**config.mk**
```make
export PLATFORM = sky130hd
export DESIGN_NAME = iss_selector
export DESIGN_NICKNAME = d
export VERILOG_FILES = /design/src/core/iss_pkg.sv /design/src/core/iss_selector.sv
export SDC_FILE = /design/constraint.sdc
export NUM_CORES = 1
export LEC_CHECK = 0
export BUFFER_PORTS_ARGS = -buffer_cell sky130_fd_sc_hd__clkbuf_2
export CAP_MARGIN = 20
export CORE_ASPECT_RATIO = 0.9
export CORE_MARGIN = 2
export CORE_UTILIZATION = 32
export CTS_CLUSTER_DIAMETER = 30
export DETAILED_ROUTE_END_ITERATION = 8
export SYNTH_ARGS = -nofsm -noshare
export SYNTH_HDL_FRONTEND = slang
export SYNTH_SLANG_ARGS = --single-unit
export TNS_END_PERCENT = 100
```
**constraint.sdc**
```tcl
create_clock -name clk -period 1.9 [get_ports clk]
set_input_delay 0.095 -clock clk [delete_from_list [all_inputs] [get_ports clk]]
set_output_delay 0.095 -clock clk [all_outputs]
set_load 0.05 [all_outputs]
```
**src/core/iss_pkg.sv**
```systemverilog
// Package of constants and types for the interrupt source selector
package iss_pkg;

	localparam int SEL_W      = 5;
	localparam int NUM_SRC    = 32;
	localparam int NUM_LINES  = 12;
	localparam int FIRST_LINE = 4;
	localparam int CPU_IRQS   = 16;
	localparam int ADDR_W     = 32;
	localparam int DATA_W     = 32;
	localparam int FIELDS_PER_REG = 6;

	// Register byte addresses
	localparam logic [ADDR_W-1:0] ADDR_SEL_UPPER = 32'h019C0000;
	localparam logic [ADDR_W-1:0] ADDR_SEL_LOWER = 32'h019C0004;
	localparam logic [ADDR_W-1:0] ADDR_IRQ_STAT  = 32'h019C0008;
	localparam logic [ADDR_W-1:0] ADDR_IRQ_MASK  = 32'h019C000C;

	// Field base bits inside a selector register; bits 15 and 31 unused
	localparam int FIELD_LSB [FIELDS_PER_REG] = '{0, 5, 10, 16, 21, 26};
	localparam logic [DATA_W-1:0] SEL_VALID_MASK = 32'h7FFF7FFF;

	// Reset source codes per maskable line, index 0 is CPU interrupt 4
	localparam logic [SEL_W-1:0] SEL_RESET [NUM_LINES] = '{
		5'h04, 5'h05, 5'h06, 5'h07, 5'h08, 5'h09,
		5'h03, 5'h0A, 5'h0B, 5'h00, 5'h01, 5'h02};

	// Reserved codes which software must not write
	localparam logic [SEL_W-1:0] SEL_RSVD_A  = 5'h15;
	localparam logic [SEL_W-1:0] SEL_RSVD_B  = 5'h16;
	localparam logic [SEL_W-1:0] SEL_RSVD_LO = 5'h18;
	localparam logic [SEL_W-1:0] SEL_RSVD_HI = 5'h1D;

	// Fixed lines
	localparam int IRQ_RESET = 0;
	localparam int IRQ_NMI   = 1;

	// Status bits of the selector's own interrupt register
	localparam int STAT_W       = 1;
	localparam int STAT_RSVD_WR = 0;

	typedef struct packed {
		logic [ADDR_W-1:0] addr;
		logic [DATA_W-1:0] wdata;
		logic              wr;
		logic              rd;
	} iss_bus_req_t;

	typedef struct packed {
		logic [DATA_W-1:0]                 selUpper;
		logic [DATA_W-1:0]                 selLower;
		logic [STAT_W-1:0]                 stat;
		logic [STAT_W-1:0]                 mask;
		logic [DATA_W-1:0]                 rdata;
		logic [NUM_LINES-1:0]              lines;
		logic [$clog2(CPU_IRQS)-1:0]       topIdx;
		logic                              topValid;
	} iss_state_t;

endpackage

```
**src/core/iss_selector.sv**
```systemverilog
// Interrupt source selector routing peripheral events onto CPU interrupt lines
//
// The register addresses and the strobed register port were chosen for this implementation.

module iss_selector (
	// Clock and reset
	input  wire logic                              clk,
	input  wire logic                              rst_n,
	// Register port
	input  wire logic [iss_pkg::ADDR_W-1:0]        regAddr,
	input  wire logic [iss_pkg::DATA_W-1:0]        regWdata,
	input  wire logic                              regWr,
	input  wire logic                              regRd,
	output logic      [iss_pkg::DATA_W-1:0]        regRdata,
	// Event sources, indexed by selector code
	input  wire logic [iss_pkg::NUM_SRC-1:0]       srcEvent,
	// External interrupt pins 7:4, asynchronous
	input  wire logic [3:0]                        externalIrqPin,
	// Fixed inputs
	input  wire logic                              nmiIn,
	// CPU interrupt lines
	output logic      [iss_pkg::CPU_IRQS-1:0]      cpuIrq,
	output logic      [$clog2(iss_pkg::CPU_IRQS)-1:0] topIrqIdx,
	output logic                                   topIrqValid,
	// Own interrupt
	output logic                                   selIrq
);

	iss_pkg::iss_state_t s_q;
	iss_pkg::iss_state_t s_d;
	logic [3:0]                    pinMeta_q;
	logic [3:0]                    pinSync_q;
	logic [iss_pkg::NUM_SRC-1:0]   srcEff;
	logic [iss_pkg::CPU_IRQS-1:0]  allIrq;
	logic                          rsvdWrite;

	function automatic logic [iss_pkg::SEL_W-1:0] fieldOf(input logic [iss_pkg::DATA_W-1:0] r,
		input int k);
		fieldOf = r[iss_pkg::FIELD_LSB[k] +: iss_pkg::SEL_W];
	endfunction

	function automatic logic isReserved(input logic [iss_pkg::SEL_W-1:0] c);
		isReserved = (c == iss_pkg::SEL_RSVD_A) || (c == iss_pkg::SEL_RSVD_B) ||
			((c >= iss_pkg::SEL_RSVD_LO) && (c <= iss_pkg::SEL_RSVD_HI));
	endfunction

	// Pins come from outside the clock domain
	always_ff @(posedge clk) begin
		if (!rst_n) begin
			pinMeta_q <= 4'h0;
			pinSync_q <= 4'h0;
		end else begin
			pinMeta_q <= externalIrqPin;
			pinSync_q <= pinMeta_q;
		end
	end

	// Pins 7:4 merged with GPIO events 7:4 so they act as interrupts from reset
	always_comb begin
		srcEff = srcEvent;
		srcEff[7:4] = srcEvent[7:4] | pinSync_q;
	end

	// Reserved-code write is a software slip; flagged, not blocked
	always_comb begin
		rsvdWrite = 1'b0;
		if (regWr && ((regAddr == iss_pkg::ADDR_SEL_UPPER) ||
			(regAddr == iss_pkg::ADDR_SEL_LOWER))) begin
			for (int k = 0; k < iss_pkg::FIELDS_PER_REG; k++) begin
				if (isReserved(fieldOf(regWdata, k)))
					rsvdWrite = 1'b1;
			end
		end
	end

	always_comb begin
		s_d = s_q;
		s_d.rdata = '0;
		// Register writes
		if (regWr) begin
			unique case (regAddr)
				iss_pkg::ADDR_SEL_UPPER: s_d.selUpper = regWdata & iss_pkg::SEL_VALID_MASK;
				iss_pkg::ADDR_SEL_LOWER: s_d.selLower = regWdata & iss_pkg::SEL_VALID_MASK;
				iss_pkg::ADDR_IRQ_MASK:  s_d.mask = regWdata[iss_pkg::STAT_W-1:0];
				iss_pkg::ADDR_IRQ_STAT:  s_d.stat = s_q.stat & ~regWdata[iss_pkg::STAT_W-1:0];
				default: ;
			endcase
		end
		// Set wins over a write-one clear in the same cycle
		if (rsvdWrite)
			s_d.stat[iss_pkg::STAT_RSVD_WR] = 1'b1;
		// Reads, data valid the cycle after the strobe
		if (regRd) begin
			unique case (regAddr)
				iss_pkg::ADDR_SEL_UPPER: s_d.rdata = s_q.selUpper;
				iss_pkg::ADDR_SEL_LOWER: s_d.rdata = s_q.selLower;
				iss_pkg::ADDR_IRQ_STAT:  s_d.rdata = {{(iss_pkg::DATA_W-iss_pkg::STAT_W){1'b0}}, s_q.stat};
				iss_pkg::ADDR_IRQ_MASK:  s_d.rdata = {{(iss_pkg::DATA_W-iss_pkg::STAT_W){1'b0}}, s_q.mask};
				default:                 s_d.rdata = '0;
			endcase
		end
		// One register stage from source to line, using the current field
		for (int i = 0; i < iss_pkg::NUM_LINES; i++) begin
			if (i < iss_pkg::FIELDS_PER_REG)
				s_d.lines[i] = srcEff[fieldOf(s_q.selLower, i)];
			else
				s_d.lines[i] = srcEff[fieldOf(s_q.selUpper, i - iss_pkg::FIELDS_PER_REG)];
		end
		// Lowest pending by number, 0 first
		s_d.topValid = 1'b0;
		s_d.topIdx = '0;
		for (int j = iss_pkg::CPU_IRQS - 1; j >= 0; j--) begin
			if (allIrq[j]) begin
				s_d.topValid = 1'b1;
				s_d.topIdx = 4'(j);
			end
		end
	end

	// Reset values packed from the per-line table
	function automatic logic [iss_pkg::DATA_W-1:0] resetReg(input int base);
		logic [iss_pkg::DATA_W-1:0] r;
		r = '0;
		for (int k = 0; k < iss_pkg::FIELDS_PER_REG; k++)
			r[iss_pkg::FIELD_LSB[k] +: iss_pkg::SEL_W] = iss_pkg::SEL_RESET[base + k];
		resetReg = r;
	endfunction

	always_ff @(posedge clk) begin
		if (!rst_n) begin
			s_q          <= '0;
			s_q.selLower <= resetReg(0);
			s_q.selUpper <= resetReg(iss_pkg::FIELDS_PER_REG);
		end else begin
			s_q <= s_d;
		end
	end

	// Lines 0-3 never pass the selector; reset drives line 0, line 2-3 unused
	always_comb begin
		allIrq = '0;
		allIrq[iss_pkg::IRQ_RESET] = ~rst_n;
		allIrq[iss_pkg::IRQ_NMI] = nmiIn;
		allIrq[iss_pkg::CPU_IRQS-1:iss_pkg::FIRST_LINE] = s_q.lines;
	end

	assign cpuIrq      = allIrq;
	assign regRdata    = s_q.rdata;
	assign topIrqIdx   = s_q.topIdx;
	assign topIrqValid = s_q.topValid;
	assign selIrq      = |(s_q.stat & s_q.mask);

	property p_route_lower;
		@(posedge clk) disable iff (!rst_n)
		srcEff[s_q.selLower[4:0]] |=> s_q.lines[0];
	endproperty
	a_route_lower: assert property (p_route_lower) else $error("line 4 missed source");

	property p_route_upper;
		@(posedge clk) disable iff (!rst_n)
		!srcEff[s_q.selUpper[30:26]] |=> !s_q.lines[11];
	endproperty
	a_route_upper: assert property (p_route_upper) else $error("line 15 wrong");

	property p_gap_bits;
		@(posedge clk) disable iff (!rst_n)
		(s_q.selLower[15] == 1'b0) && (s_q.selLower[31] == 1'b0) &&
		(s_q.selUpper[15] == 1'b0) && (s_q.selUpper[31] == 1'b0);
	endproperty
	a_gap_bits: assert property (p_gap_bits) else $error("gap bit set");

	property p_reset_lower;
		@(posedge clk) $rose(rst_n) |-> s_q.selLower == 32'h250718A4;
	endproperty
	a_reset_lower: assert property (p_reset_lower) else $error("lower reset wrong");

	property p_reset_upper;
		@(posedge clk) $rose(rst_n) |-> (s_q.selUpper[4:0] == 5'h03) &&
			(s_q.selUpper[9:5] == 5'h0A) && (s_q.selUpper[30:26] == 5'h02);
	endproperty
	a_reset_upper: assert property (p_reset_upper) else $error("upper reset wrong");

	property p_rd_upper;
		@(posedge clk) disable iff (!rst_n)
		regRd && (regAddr == iss_pkg::ADDR_SEL_UPPER) && !regWr |=>
			regRdata == $past(s_q.selUpper);
	endproperty
	a_rd_upper: assert property (p_rd_upper) else $error("upper readback wrong");

	property p_pin_route;
		@(posedge clk) disable iff (!rst_n)
		externalIrqPin[0] [*3] ##0 (s_q.selLower[4:0] == 5'h04) [*2] |=> s_q.lines[0];
	endproperty
	a_pin_route: assert property (p_pin_route) else $error("pin 4 not routed");

	property p_priority;
		@(posedge clk) disable iff (!rst_n)
		nmiIn |=> topIrqValid && (topIrqIdx <= 4'h1);
	endproperty
	a_priority: assert property (p_priority) else $error("priority wrong");

	property p_fixed;
		@(posedge clk) disable iff (!rst_n)
		cpuIrq[1] == nmiIn && !cpuIrq[2] && !cpuIrq[3];
	endproperty
	a_fixed: assert property (p_fixed) else $error("fixed lines disturbed");

	property p_rsvd_flag;
		@(posedge clk) disable iff (!rst_n)
		rsvdWrite |=> s_q.stat[iss_pkg::STAT_RSVD_WR];
	endproperty
	a_rsvd_flag: assert property (p_rsvd_flag) else $error("reserved write not flagged");

	// Read data must not linger, or a stale word would look like a fresh read
	property p_rdata_idle;
		@(posedge clk) disable iff (!rst_n)
		!$past(regRd) |-> regRdata == '0;
	endproperty
	a_rdata_idle: assert property (p_rdata_idle) else $error("read data not cleared");

	property p_reset_line;
		@(posedge clk)
		cpuIrq[iss_pkg::IRQ_RESET] == !rst_n;
	endproperty
	a_reset_line: assert property (p_reset_line) else $error("reset line wrong");

	property p_route_line13;
		@(posedge clk) disable iff (!rst_n)
		srcEff[s_q.selUpper[20:16]] |=> s_q.lines[9];
	endproperty
	a_route_line13: assert property (p_route_line13) else $error("line 13 missed source");

	property p_write_lower;
		@(posedge clk) disable iff (!rst_n)
		regWr && (regAddr == iss_pkg::ADDR_SEL_LOWER) |=>
			s_q.selLower == ($past(regWdata) & iss_pkg::SEL_VALID_MASK);
	endproperty
	a_write_lower: assert property (p_write_lower) else $error("lower write wrong");

endmodule

```
# Word level (Yosys, flattened, before mapping)
# Cells that the tools add are included.
# Widths: inputs -> output; s select.
# word_totals
ff_bits	119
in_bits	105
out_inout_bits	54
elab_cells	137
# op_classes
n_lt_le_gt_ge	24
eq_ne	16
n_mux	49
bitwise_logic	5
n_reduce_logical	30
# ops
operator	count
$eq 32x25->1 const B	4
$pmux 31 s4	1
$lt 5x6->1 const B	12
$bmux 1 s5	12
$eq 5x5->1 const B	12
$mux 5	8
$ge 5x5->1 const B	6
$le 5x5->1 const B	6
$mux 1	22
$mux 4	4
$logic_or 1x1->1	13
$reduce_and 2->1	5
$logic_and 1x1->1	7
$reduce_or 6->1	1
$mux 2	2
$or 4x4->4	1
$reduce_bool 2->1	2
$reduce_or 4->1	1
$and 1x1->1	2
$not 1->1	2
$reduce_or 2->1	1

# Longest topological paths before layout
# logic_depth
word_depth	13
mapped_depth	7
ltp_nobuf	5

# Worst setup path after synthesis
# Ideal clock, no wire load.
# synth_timing
path_type	register to register
start	reg pinSync_q[3]
end	reg s_q (netlist bit cpuIrq[10])
setup_time_ns	0.128
t_arrival_ns	1.694
t_required_ns	1.772
slack_ns	0.079
path_stages_with_launch	7
path_buffers	1
period_less_slack_ns	1.821
cell_sequence	dfxtp_1 > or2_4 > buf_6 > mux4_2 > mux4_2 > mux2i_1 > nor2_1
# synth_via
elab_chain_len	3
# synth_rtl
item	line	text
start: declaration	iss_selector.sv:32	logic [3:0] pinSync_q;
start signal: assignment	iss_selector.sv:54	pinSync_q <= pinMeta_q;
$or 4x4->4	iss_selector.sv:61	srcEff[7:4] = srcEvent[7:4] | pinSync_q;
$bmux 1 s5	iss_selector.sv:107	s_d.lines[i] = srcEff[fieldOf(s_q.selUpper, i - iss_pkg::FIELDS_PER_REG)];
$mux 1 (not written as such)	iss_selector.sv:107	
end: declaration	iss_selector.sv:29	iss_pkg::iss_state_t s_q;
# No other way between the ends. The select of a mux whose other input is x is not followed.
# A chain may end at the register's enable or synchronous reset.

# Worst setup path in the final report
# layout_timing
start	reg pinSync_q[3]
end	reg s_q (netlist bit cpuIrq[7])
# layout_via
elab_chain_len	3
# layout_rtl
item	line	text
$or 4x4->4	iss_selector.sv:61	
$bmux 1 s5	iss_selector.sv:105	s_d.lines[i] = srcEff[fieldOf(s_q.selLower, i)];
$mux 1 (not written as such)	iss_selector.sv:105	
# No other way between the ends. The select of a mux whose other input is x is not followed.

==> impl_metrics.json <==
{
  "finalHoldViolCount": 0,
  "avgViaCountPerCell": 5.722,
  "place_ws_ns": -0.06708,
  "synth.distinct_cells": 44,
  "power_leakage_uw": 0.003496,
  "maxCapViolCount": 0,
  "cts_buffers": 17,
  "via_count": 6289,
  "grt_max_degree": 31,
  "path_common_cell": "mux4_2",
  "n_antenna_cell": 0,
  "critical_path_arrival_ns": 2.17,
  "synthArstFlopShare": 0,
  "ys_seq_area_frac": 0.2975,
  "synth_edf_count": 0,
  "cts-htree-levels": 4,
  "die_h_um": 152.8,
  "drt_iter0_markers": 664,
  "fmax_mhz": 533.7,
  "ir_drop_mv": 0.5515,
  "gp_congestion": 0.8135,
  "place_area_um2": 8681,
  "design.core.area_um2": 24190,
  "root_buffer": "clkbuf_16",
  "finalCriticalPeriod_ns": 1.874,
  "numPortBuffers": 152,
  "cp_max_fo": 6,
  "p_int_uw": 5032,
  "crit_type": "flip-flop to flip-flop",
  "clk_latency_ns": 0.42,
  "grt_pass1_wl_um": 37790,
  "dr.pass1.iters": 6,
  "layout.nets": 883,
  "start_kind": "flip-flop",
  "drc": 0,
  "worstPathCellList": "or2_4, mux4_2, mux4_2, mux2i_1, nor2_1",
  "required_ns": 2.20,
  "synth-seq-cells": 117,
  "slew_violations": 0,
  "cts_sinks": 117,
  "switching_share": 0.2463,
  "power.share.sequential": 0.377,
  "wl_um": 24700,
  "critPathTopFamily": "multiplexers",
  "most-common-layout-cells": "clkbuf_2, mux4_2, dfxtp_1",
  "antenna_found_initial": 0,
  "cp.buffers_inverters": 0,
  "dp_hpwl_um": 16960,
  "cpMaxStageDelayCell": "mux4_2",
  "syn_area_um2": 7873,
  "wl_per_cell_um": 22.47,
  "ioPinCount": 159,
  "area_delta_synth_final_pct": 22.39,
  "grt_pass1_vias": 6343,
  "clockBufferDepth": 2,
  "fin_ws_ns": 0.02612,
  "grt_usage": 0.1930,
  "p_comb_frac": 0.131,
  "rows": 54,
  "pwr-share-clk": 0.492,
  "die_w_um": 169.3,
  "cpPeakStageDelay_ns": 0.48,
  "dieArea_um2": 25870,
  "power_density_nw_per_um2": 692.9,
  "ant_nets": 0,
  "cp-end-kind": "flip-flop",
  "fin_tns_setup_ns": 0,
  "grt_setup_unrepaired": "true",
  "power_switching_uw": 1644,
  "grt-ovfl-total": 0,
  "synthCells": 672,
  "hold_path_class": "input port to flip-flop",
  "synthFlopType": "dfxtp_1",
  "final_cell_area_um2": 9635,
  "final_common_cell": "clkbuf_2",
  "clk_pin_slew_worst_paths_ns": 0.05,
  "skew_ns": 0.008643,
  "setup_viol": 0,
  "layout-drive-gt1-share": 0.4450,
  "cts_tree": "yes",
  "initial_utilization": 0.3255,
  "min_period_over_period": 0.9863,
  "syn_area_per_cell_um2": 11.72,
  "status": "complete, no violations",
  "yosys_warnings": 0
}
[layout make-up]
type | count | area, um^2
clock buffer | 23 | 478.0
clock inverter | 9 | 125.1
fill | 2320 | 14550
inverter | 8 | 30.03
multi-input combinational | 420 | 4761
sequential | 117 | 2347
tap | 308 | 385.4
timing repair buffer | 214 | 1509
[registers in the layout, indices dropped and copies added (netlist names)]
| register | flops |
|---|---|
| s_q | 62 |
| topIrqIdx | 4 |
| pinMeta_q | 4 |
| regRdata | 30 |
| cpuIrq | 12 |
| pinSync_q | 4 |
| topIrqValid | 1 |
[synthesized netlist by cell type, types with 3 or more instances]
cell type | count | area [um^2]
a21oi_1 | 6 | 30.03
inv_1 | 8 | 30.03
mux2i_1 | 73 | 730.7
nand2b_1 | 4 | 25.02
clkbuf_1 | 42 | 157.7
buf_2 | 15 | 75.07
nor4_1 | 3 | 18.77
o221ai_1 | 4 | 35.03
nor2_1 | 95 | 356.6
a31oi_1 | 3 | 18.77
buf_4 | 52 | 390.4
o31ai_1 | 3 | 22.52
nor4_2 | 5 | 62.56
dfxtp_1 | 117 | 2342
nand2_1 | 23 | 86.33
buf_1 | 12 | 45.04
or4bb_1 | 4 | 45.04
or2_1 | 3 | 18.77
mux4_2 | 120 | 2703
a22oi_1 | 32 | 240.2
buf_6 | 10 | 112.6
and2_1 | 9 | 56.30
[worst register-to-register path: cells and delay by family, from the launching register on]
| kind | cells | cell delay [ns] |
|---|---|---|
| mux | 3 | 1.09 |
| flops | 1 | 0.33 |
| simple gates | 2 | 0.33 |
[power groups by stage]
stage | combinational [uW] | clock [uW] | sequential (uW)
6_report | 877 | 3280 | 2520
5_1_grt | 918 | 3450 | 2520
4_1_cts | 858 | 3340 | 2510
3_5_place_dp | 798 | 0 | 2570
3_3_place_gp | 790 | 0 | 2570
2_1_floorplan | 530 | 0 | 2550
[through the flow]
step / power [uW] / utilization / hold WS (ns) / std cells
final: 6677 / 0.3984 / 0.01069 / 1099
after global routing: 6888 / 0.3984 / 0.03980 / 1099
after CTS: 6708 / 0.3978 / 0.001657 / 1098
after detailed placement: 3364 / 0.3589 / 0.3067 / 1033
after global placement: 3356 / 0.3589 / 0.3069 / 1033
after floorplan: 3084 / - / 0.2223 / 675
[final timing paths]
check,startpoint,end,slack (ns),cells after the start
setup / recovery,pinSync_q[3],cpuIrq[7],0.03,5
hold / removal,regWdata[14],s_q[65],0.01,3
setup reg to reg,pinSync_q[3],cpuIrq[7],0.03,5
hold reg to reg,pinMeta_q[3],pinSync_q[3],0.43,1
[logic make-up after synthesis]
logic type | after synthesis | synth area share
simple gates | 165 | 0.1098
other cells | 1 | 0.0004763
compound gates | 56 | 0.05165
buf+inv | 139 | 0.1030
flops | 117 | 0.2975
mux | 194 | 0.4375
[per-layer routing]
metal / GRT usage / wire, um / up-vias
li1: - / - / 2711
met1: 0.2610 / 10130 / 3098
met5: 0 / 0 / -
met2: 0.2970 / 11140 / 426
met3: 0.05325 / 2853 / 54
met4: 0.06838 / 574 / 0
[repair_timing]
| action | CTS | global route |
|---|---|---|
| hold endpoints to repair | 58 | 0 |
| buffers inserted | 0 | 0 |
| resized for setup | 3 | 5 |
| cloned | 0 | 1 |
| pin swaps | 0 | 4 |
| setup endpoints to repair | 12 | 8 |
| hold buffers | 33 | 0 |
No activity file was read; power rests on OpenSTA's default activity.
